`src/logic/sram_sleep_pkg.sv`:
```
// constants and types shared by the sram sleep and cycle qualify logic
package sram_sleep_pkg;
  // ==========================================================
  // widths
  localparam int unsigned ADDR_W = 19;
  localparam int unsigned DATA_W = 18;
  // ==========================================================
  // latencies, in clock cycles
  localparam int unsigned ENTRY_CYC = 2;
  localparam int unsigned EXIT_CYC = 2;
  localparam int unsigned CNT_W = 2;
  localparam logic [CNT_W-1:0] ENTRY_CNT = CNT_W'(ENTRY_CYC);
  localparam logic [CNT_W-1:0] EXIT_CNT = CNT_W'(EXIT_CYC);
  localparam logic [CNT_W-1:0] CNT_RST = 2'h0;
  // ==========================================================
  // reset values
  localparam logic [ADDR_W-1:0] ADDR_RST = 19'h0_0000;
  localparam logic [DATA_W-1:0] DATA_RST = 18'h0_0000;
  // ==========================================================
  // power state
  typedef enum logic [1:0] {PWR_AWAKE, PWR_ENTER, PWR_SLEEP, PWR_EXIT} pwr_state_t;
  // cycle kinds
  typedef enum logic [1:0] {CYC_IDLE, CYC_READ, CYC_WRITE} cyc_kind_t;
endpackage : sram_sleep_pkg

```
`src/logic/sleep_sync.sv`:
```
// two flip-flop synchroniser for the asynchronous sleep request
`timescale 1ns/1ns
`default_nettype none
module sleep_sync (
  input wire logic clk_i,
  input wire logic rst_b_i,
  input wire logic async_i,
  output logic sync_o
);
  logic meta_q;
  logic meta_d;
  logic sync_q;
  logic sync_d;
  // ==========================================================
  // synchroniser stages; first stage feeds only the second
  always_comb begin
    meta_d = async_i;
    sync_d = meta_q;
  end
  always_ff @(posedge clk_i) begin
    if (!rst_b_i) begin
      meta_q <= 1'b0;
      sync_q <= 1'b0;
    end else begin
      meta_q <= meta_d;
      sync_q <= sync_d;
    end
  end
  assign sync_o = sync_q;
endmodule : sleep_sync
`default_nettype wire

```
`src/logic/sram_sleep_qualify.sv`:
```
// sleep entry and exit plus read and write cycle qualification of a synchronous sram
`timescale 1ns/1ns
`default_nettype none
// Overview of operation
// - sleep request is asynchronous and active high; high means enter sleep.
// - sleep lasts while the request is high; leaves only once it returns low.
// - asleep, all inputs except sleep request ignored, data outputs high impedance.
// - after request rises, synchronous input sampling stops within no fewer than two cycles.
// - after request falls, sampling resumes only after two cycles elapse.
// - write begins where write strobe low and address advance low on an edge.
// - read begins where write strobe high and address advance low on an edge.
// - new address captured only when address advance and chip select both low.
module sram_sleep_qualify (
  input wire logic CLK_I,
  input wire logic RST_B_I,
  input wire logic SLEEP_REQUEST_I,
  input wire logic CHIP_SEL_N_I,
  input wire logic ADDRESS_ADVANCE_N_I,
  input wire logic WRITE_N_I,
  input wire logic [sram_sleep_pkg::ADDR_W-1:0] ADDR_I,
  input wire logic [sram_sleep_pkg::DATA_W-1:0] DATA_I,
  input wire logic [sram_sleep_pkg::DATA_W-1:0] RDATA_I,
  output logic [sram_sleep_pkg::DATA_W-1:0] DATA_O,
  output logic DATA_OE_O,
  output logic SLEEPING_O,
  output logic SAMPLING_O,
  output logic [sram_sleep_pkg::ADDR_W-1:0] ADDR_O,
  output logic ADDR_STB_O,
  output logic READ_STB_O,
  output logic WRITE_STB_O,
  output logic [sram_sleep_pkg::DATA_W-1:0] WDATA_O
);
  import sram_sleep_pkg::*;

  logic req_sync;
  pwr_state_t state_q;
  pwr_state_t state_d;
  logic [CNT_W-1:0] cnt_q;
  logic [CNT_W-1:0] cnt_d;
  logic sampling_q;
  logic sampling_d;
  logic sleeping_q;
  logic sleeping_d;
  logic [ADDR_W-1:0] addr_q;
  logic [ADDR_W-1:0] addr_d;
  logic addr_stb_q;
  logic addr_stb_d;
  logic read_stb_q;
  logic read_stb_d;
  logic write_stb_q;
  logic write_stb_d;
  logic [DATA_W-1:0] wdata_q;
  logic [DATA_W-1:0] wdata_d;
  logic [DATA_W-1:0] dout_q;
  logic [DATA_W-1:0] dout_d;
  logic oe_q;
  logic oe_d;
  logic rd_pend_q;
  logic rd_pend_d;
  cyc_kind_t kind;
  logic take;

  // ==========================================================
  // sleep request crossing
  sleep_sync u_sync (
    .clk_i(CLK_I),
    .rst_b_i(RST_B_I),
    .async_i(SLEEP_REQUEST_I),
    .sync_o(req_sync)
  );

  // ==========================================================
  // power state machine; counter times only the exit latency
  always_comb begin
    state_d = state_q;
    cnt_d = cnt_q;
    sampling_d = sampling_q;
    sleeping_d = sleeping_q;
    case (state_q)
      PWR_AWAKE: begin
        if (req_sync) begin
          state_d = PWR_ENTER;
          cnt_d = CNT_RST;
        end
      end
      PWR_ENTER: begin
        // the synchroniser already eats part of the entry latency
        sleeping_d = 1'b1;
        sampling_d = 1'b0;
        state_d = PWR_SLEEP;
      end
      PWR_SLEEP: begin
        if (!req_sync) begin
          state_d = PWR_EXIT;
          cnt_d = CNT_RST;
        end
      end
      PWR_EXIT: begin
        sleeping_d = 1'b0;
        if (req_sync) begin
          state_d = PWR_SLEEP; // request back high, stay down
          sleeping_d = 1'b1;
        end else if (cnt_q == EXIT_CNT - 2'h1) begin
          state_d = PWR_AWAKE;
          sampling_d = 1'b1;
        end else begin
          cnt_d = cnt_q + 2'h1;
        end
      end
      default: begin
        state_d = PWR_AWAKE;
        sampling_d = 1'b1;
        sleeping_d = 1'b0;
      end
    endcase
  end
  always_ff @(posedge CLK_I) begin
    if (!RST_B_I) begin
      state_q <= PWR_AWAKE;
      cnt_q <= CNT_RST;
      sampling_q <= 1'b1;
      sleeping_q <= 1'b0;
    end else begin
      state_q <= state_d;
      cnt_q <= cnt_d;
      sampling_q <= sampling_d;
      sleeping_q <= sleeping_d;
    end
  end

  // ==========================================================
  // cycle decode; only while sampling
  assign take = sampling_q && !ADDRESS_ADVANCE_N_I && !CHIP_SEL_N_I;
  always_comb begin
    kind = CYC_IDLE;
    if (take && !WRITE_N_I) begin
      kind = CYC_WRITE;
    end else if (take) begin
      kind = CYC_READ;
    end
  end

  // ==========================================================
  // address capture, strobes and data path
  always_comb begin
    addr_d = addr_q;
    wdata_d = wdata_q;
    addr_stb_d = 1'b0;
    read_stb_d = 1'b0;
    write_stb_d = 1'b0;
    rd_pend_d = 1'b0;
    dout_d = dout_q;
    oe_d = 1'b0;
    if (take) begin
      addr_d = ADDR_I;
      addr_stb_d = 1'b1;
    end
    if (kind == CYC_WRITE) begin
      write_stb_d = 1'b1;
      wdata_d = DATA_I;
    end
    if (kind == CYC_READ) begin
      read_stb_d = 1'b1;
      rd_pend_d = 1'b1;
    end
    // pipelined read data one cycle after the strobe
    if (rd_pend_q && sampling_q) begin
      dout_d = RDATA_I;
      oe_d = 1'b1;
    end
    // sleep forces the bus off regardless of reads in flight
    if (!sampling_q || req_sync) begin
      oe_d = 1'b0;
    end
  end
  always_ff @(posedge CLK_I) begin
    if (!RST_B_I) begin
      addr_q <= ADDR_RST;
      wdata_q <= DATA_RST;
      addr_stb_q <= 1'b0;
      read_stb_q <= 1'b0;
      write_stb_q <= 1'b0;
      rd_pend_q <= 1'b0;
      dout_q <= DATA_RST;
      oe_q <= 1'b0;
    end else begin
      addr_q <= addr_d;
      wdata_q <= wdata_d;
      addr_stb_q <= addr_stb_d;
      read_stb_q <= read_stb_d;
      write_stb_q <= write_stb_d;
      rd_pend_q <= rd_pend_d;
      dout_q <= dout_d;
      oe_q <= oe_d;
    end
  end

  assign DATA_O = dout_q;
  assign DATA_OE_O = oe_q;
  assign SLEEPING_O = sleeping_q;
  assign SAMPLING_O = sampling_q;
  assign ADDR_O = addr_q;
  assign ADDR_STB_O = addr_stb_q;
  assign READ_STB_O = read_stb_q;
  assign WRITE_STB_O = write_stb_q;
  assign WDATA_O = wdata_q;

  // ==========================================================
  // checks
  AST_SLEEP_NO_OE: assert property (@(posedge CLK_I) disable iff (!RST_B_I)
    SLEEPING_O |-> !DATA_OE_O) else $error("data driven while asleep");
  AST_ENTRY_LATENCY: assert property (@(posedge CLK_I) disable iff (!RST_B_I)
    $rose(SLEEP_REQUEST_I) |-> SAMPLING_O ##1 SAMPLING_O)
    else $error("sampling stopped too soon");
  // two sync edges, one state edge, then the flag edge: low from the fifth edge on
  AST_ENTRY_BOUND: assert property (@(posedge CLK_I) disable iff (!RST_B_I)
    $rose(SLEEP_REQUEST_I) ##1 SLEEP_REQUEST_I[*4] |-> !SAMPLING_O)
    else $error("sleep not entered");
  AST_EXIT_LATENCY: assert property (@(posedge CLK_I) disable iff (!RST_B_I)
    $fell(SLEEP_REQUEST_I) |-> !SAMPLING_O ##1 !SAMPLING_O)
    else $error("sampling resumed too soon");
  AST_STAY_ASLEEP: assert property (@(posedge CLK_I) disable iff (!RST_B_I)
    SLEEPING_O && $past(SLEEP_REQUEST_I) && SLEEP_REQUEST_I |=> SLEEPING_O)
    else $error("left sleep while request high");
  AST_EXIT_BOUND: assert property (@(posedge CLK_I) disable iff (!RST_B_I)
    SLEEPING_O ##1 !SLEEP_REQUEST_I[*6] |-> SAMPLING_O)
    else $error("sleep not left");
  AST_ADDR_QUAL: assert property (@(posedge CLK_I) disable iff (!RST_B_I)
    ADDR_STB_O |-> !$past(ADDRESS_ADVANCE_N_I) && !$past(CHIP_SEL_N_I) && $past(SAMPLING_O))
    else $error("address captured without qualify");
  AST_WRITE_QUAL: assert property (@(posedge CLK_I) disable iff (!RST_B_I)
    WRITE_STB_O |-> !$past(WRITE_N_I) && ADDR_STB_O)
    else $error("write without low strobe");
  AST_READ_QUAL: assert property (@(posedge CLK_I) disable iff (!RST_B_I)
    READ_STB_O |-> $past(WRITE_N_I) && ADDR_STB_O)
    else $error("read without high strobe");
  AST_ADDR_HOLD: assert property (@(posedge CLK_I) disable iff (!RST_B_I)
    !ADDR_STB_O |-> $stable(ADDR_O)) else $error("address changed unqualified");
  COV_SLEEP: cover property (@(posedge CLK_I) disable iff (!RST_B_I) $rose(SLEEPING_O));
  COV_WAKE: cover property (@(posedge CLK_I) disable iff (!RST_B_I) $rose(SAMPLING_O));
  COV_WRITE: cover property (@(posedge CLK_I) disable iff (!RST_B_I) WRITE_STB_O);
  COV_READ_DATA: cover property (@(posedge CLK_I) disable iff (!RST_B_I) READ_STB_O ##1 DATA_OE_O);
endmodule : sram_sleep_qualify
`default_nettype wire

```
`config.mk`:
```
export PLATFORM = sky130hd
export DESIGN_NAME = sram_sleep_qualify
export DESIGN_NICKNAME = d
export VERILOG_FILES = /design/src/logic/sram_sleep_pkg.sv /design/src/logic/sleep_sync.sv /design/src/logic/sram_sleep_qualify.sv
export SDC_FILE = /design/constraint.sdc
export NUM_CORES = 1
export LEC_CHECK = 0
export BUFFER_PORTS_ARGS = -buffer_cell sky130_fd_sc_hd__buf_2
export CORE_MARGIN = 1
export CORE_UTILIZATION = 25
export DETAILED_ROUTE_END_ITERATION = 12
export PLACE_DENSITY = 0.45
export RECOVER_POWER = 50
export REMOVE_ABC_BUFFERS = 1
export SLEW_MARGIN = 20
export SYNTH_ARGS = -nofsm -noshare
export SYNTH_HDL_FRONTEND = slang
export SYNTH_SLANG_ARGS = --single-unit
export TNS_END_PERCENT = 1
```
`constraint.sdc`:
```
create_clock -name CLK_I -period 1.97 [get_ports CLK_I]
set_input_delay 0.2955 -clock CLK_I [delete_from_list [all_inputs] [get_ports CLK_I]]
set_output_delay 0.2955 -clock CLK_I [all_outputs]
set_load 0.05 [all_outputs]
```
==> flow_summary.json <==
{
  "diode_count": 0,
  "grt_max_degree": 37,
  "avgViaCountPerCell": 4.26,
  "final-hold-violation-count": 0,
  "area.growth.synth_to_final_pct": 34.7,
  "crit_fanout": 27,
  "floorplan.initialDensity": 0.260,
  "synth_top_family_by_area": "simple AND/OR/NAND/NOR gates",
  "p_seq_frac": 0.466,
  "drt_drc_violations_left": 0,
  "outcome": "completed",
  "first_pass_iters": 4,
  "power.net_switching_mw": 0.812,
  "r2r_setup_slack_ns": 0.48,
  "synthFlopType": "sky130_fd_sc_hd__dfxtp_1",
  "synth-edff-count": 0,
  "tritoncts": "yes",
  "share_of_the_clock_period_used_by_the_worst_path": 0.825,
  "ys_warn_count": 0,
  "power_density_nw_per_um2": 894,
  "detail_route.wirelength_um": 6500,
  "maximum_cell_stage_delay_along_the_critical_path_ns": 0.92,
  "fp.coreArea_um2": 9860,
  "grt_overflow_total": 0,
  "totalNegativeSetupSlack_ns": 0,
  "cellLeakagePower_nw": 1.42,
  "drtAntennaViolNets": 0,
  "finalWorstPathRequiredPeriod_ns": 1.62,
  "synth_compound_gate_area_share": 0.129,
  "power.ir.vdd_worst_v": 0.000419,
  "seq_area_frac_synth": 0.523,
  "p_int_mw": 2.27,
  "dr.first_iter.drc_count": 43,
  "timing_worst_slew_pin_value_ns": 1.28,
  "layout-drive-gt1-share": 0.244,
  "utilization": 0.350,
  "synth_xor_area_frac": 0,
  "mappedNetlistArea_um2": 2560,
  "cp.arrival_ns": 1.88,
  "avgSynthCellArea_um2": 8.87,
  "insertion_delay_ns": 0.33,
  "net_total_in_the_final_layout": 471,
  "drt-wirelength-per-cell_um": 11.9,
  "crit_chain": "clkbuf_1 > clkbuf_1 > nand2_1 > o22ai_1",
  "routed-via-count": 2329,
  "number_of_rows_created_at_floorplan": 36,
  "pwr-share-comb": 0.130,
  "rsz0062_at_grt": "no",
  "setup.worst_path.start_class": "input pin",
  "post_synthesis_instance_total": 289,
  "cts_buffers": 9,
  "post_synth_fa_ha_maj_area_fraction": 0.00488,
  "finalSetupViolCount": 0,
  "maximum_operating_frequency_mhz": 616,
  "grt_first_pass_wirelength_um": 10200,
  "vias_in_the_first_global_route": 2211,
  "num-fill-cells": 1085,
  "clkPwrFrac": 0.405,
  "criticalPathCategory": "input pin to flip-flop",
  "crit_path_top_delay_cell": "sky130_fd_sc_hd__clkbuf_1",
  "synth_simple_gate_area_frac": 0.285,
  "timing.max_slew.rel_slack": 0.144,
  "dp.final_hpwl_um": 4560,
  "die_y_um": 103,
  "gp_congestion": 0.668,
  "cp.required_ns": 2.23,
  "drv_slew": 0,
  "antenna_found_initial": 0,
  "grt_overall_usage": 0.127,
  "cts_root_buffer": "sky130_fd_sc_hd__clkbuf_8",
  "cts_post_setup_buffers_inserted": 0,
  "die-area_um2": 10700,
  "crit_path_frequent_cell": "sky130_fd_sc_hd__clkbuf_1",
  "cp-end-kind": "flip-flop",
  "postSynth.asyncResetShare": 0,
  "tritoncts_num_sinks": 67,
  "critical_path.n_buffers_inverters": 2,
  "clk_pin_slew_worst_paths_ns": 0.07,
  "hold_class": "input pin to flip-flop",
  "dominant_delay_contributor_by_cell_family_on_the_critical_path": "buffers and inverters",
  "synth_cell_type_count": 30,
  "switching_portion_of_total_power": 0.263,
  "chipWidth_um": 103,
  "htree_num_levels": 3,
  "fin_skew_ns": 0.00818,
  "cts_buffer_depth": 2,
  "io-pin-count": 122,
  "cts_hold_repair.buffers": 0,
  "count_of_max_cap_constraint_violations": 0,
  "postCtsResizedCells": 0,
  "synth.mux.area_fraction": 0.00781,
  "postSynthRegisterBits": 67,
  "placement.io_buffers": 121
}
-- Yosys cell counts, drive strengths merged (2+ instances only) --
master,number,share of area
and3,2,0.0049
mux2i,2,0.0078
nand3,36,0.090
a21oi,2,0.0039
clkbuf,10,0.015
and2,4,0.0098
nand2,98,0.14
dfxtp,67,0.52
inv,3,0.0044
o22ai,2,0.0049
buf,11,0.031
nor2b,3,0.0073
a21boi,37,0.11
nor4b,2,0.013
-- stage by stage --
step / power [mW] / cells / cell area [um^2] / setup WS, ns / hold WS, ns
2_1_floorplan: 1.71 / 268 / 2450 / -0.367 / 0.357
3_5_place_dp: 1.88 / 531 / 3300 / 0.449 / 0.420
6_report: 3.08 / 547 / 3450 / 0.346 / 0.170
3_3_place_gp: 1.88 / 531 / 3300 / 0.470 / 0.414
4_1_cts: 3.16 / 547 / 3520 / 0.445 / 0.145
5_1_grt: 3.25 / 547 / 3450 / 0.158 / 0.157
-- placed cells by master, fill, tap and decap left out --
master,count
sky130_fd_sc_hd__nand2_1,98
sky130_fd_sc_hd__dfxtp_1,67
sky130_fd_sc_hd__buf_2,67
sky130_fd_sc_hd__clkbuf_1,57
sky130_fd_sc_hd__a21boi_0,36
sky130_fd_sc_hd__nand3_1,26
sky130_fd_sc_hd__nand3_2,10
sky130_fd_sc_hd__clkbuf_8,10
sky130_fd_sc_hd__buf_4,7
sky130_fd_sc_hd__inv_1,3
sky130_fd_sc_hd__nor2b_1,3
sky130_fd_sc_hd__and2_1,2
sky130_fd_sc_hd__a21oi_1,2
sky130_fd_sc_hd__o22ai_1,2
sky130_fd_sc_hd__mux2i_1,2
sky130_fd_sc_hd__and2_0,2
sky130_fd_sc_hd__and3_1,2
sky130_fd_sc_hd__bufinv_16,2
sky130_fd_sc_hd__a2bb2oi_1,1
sky130_fd_sc_hd__nor4b_1,1
sky130_fd_sc_hd__nor3b_2,1
sky130_fd_sc_hd__or3b_1,1
sky130_fd_sc_hd__a21boi_1,1
sky130_fd_sc_hd__o21ai_0,1
sky130_fd_sc_hd__a31oi_1,1
sky130_fd_sc_hd__or4b_1,1
sky130_fd_sc_hd__nor4b_4,1
sky130_fd_sc_hd__and3b_1,1
sky130_fd_sc_hd__o211a_1,1
sky130_fd_sc_hd__nand4b_1,1
sky130_fd_sc_hd__ha_1,1
sky130_fd_sc_hd__clkinv_2,1
sky130_fd_sc_hd__clkinv_4,1
sky130_fd_sc_hd__buf_12,1
-- power groups by stage --
stage	clock network [mW]	registers, mW	logic [mW]
floorplan	0	1.62	0.0885
global placement	0	1.46	0.415
detailed placement	0	1.47	0.417
CTS	1.31	1.43	0.418
global route	1.37	1.44	0.435
finish	1.25	1.44	0.399
-- worst paths after layout --
| kind | startpoint | end | depth (start not counted) |
|---|---|---|---|
| max | RST_B_I | cnt_q[0] | 4 |
| min | DATA_I[13] | WDATA_O[13] | 3 |
| max reg2reg | SAMPLING_O | ADDR_O[13] | 3 |
| min reg2reg | u_sync.meta_q | u_sync.sync_o | 1 |
-- layer usage --
metal	GRT usage	vias to the layer above	wire, um
li1	-	1196	-
met1	0.150	1052	2990
met2	0.207	76	2900
met3	0.0571	5	550
met4	0.0358	0	54
met5	0	-	0
-- final cells by class --
type | count | area [um^2] | share of cell area
flip-flops and latches | 67 | 1340 | 0.389
inverters | 3 | 11.3 | 0.00326
well taps | 133 | 166 | 0.0482
clock buffers | 12 | 145 | 0.0421
repair buffers | 130 | 614 | 0.178
clock inverters | 4 | 73.8 | 0.0214
multi-input cells | 198 | 1100 | 0.318
-- registers in the layout, indices dropped and copies added (netlist names) --
name	cells
ADDR_O	19
ADDR_STB_O	1
DATA_O	18
DATA_OE_O	1
SAMPLING_O	1
SLEEPING_O	1
WDATA_O	18
WRITE_STB_O	1
cnt_q	2
rd_pend_q	1
state_q	2
u_sync.meta_q	1
u_sync.sync_o	1
-- kinds of logic after synthesis --
group,Yosys count
simple gates,150
fa+ha+maj,1
mux,2
compound gates,45
buf+inv,24
flops,67
-- tightest hold or removal path, delay by kind of cell --
kind	cells	cell delay, ns
and+or+nand+nor	2	0.11
buffers and inverters	1	0.07
Note: power is estimated with default switching activity, not from simulation.
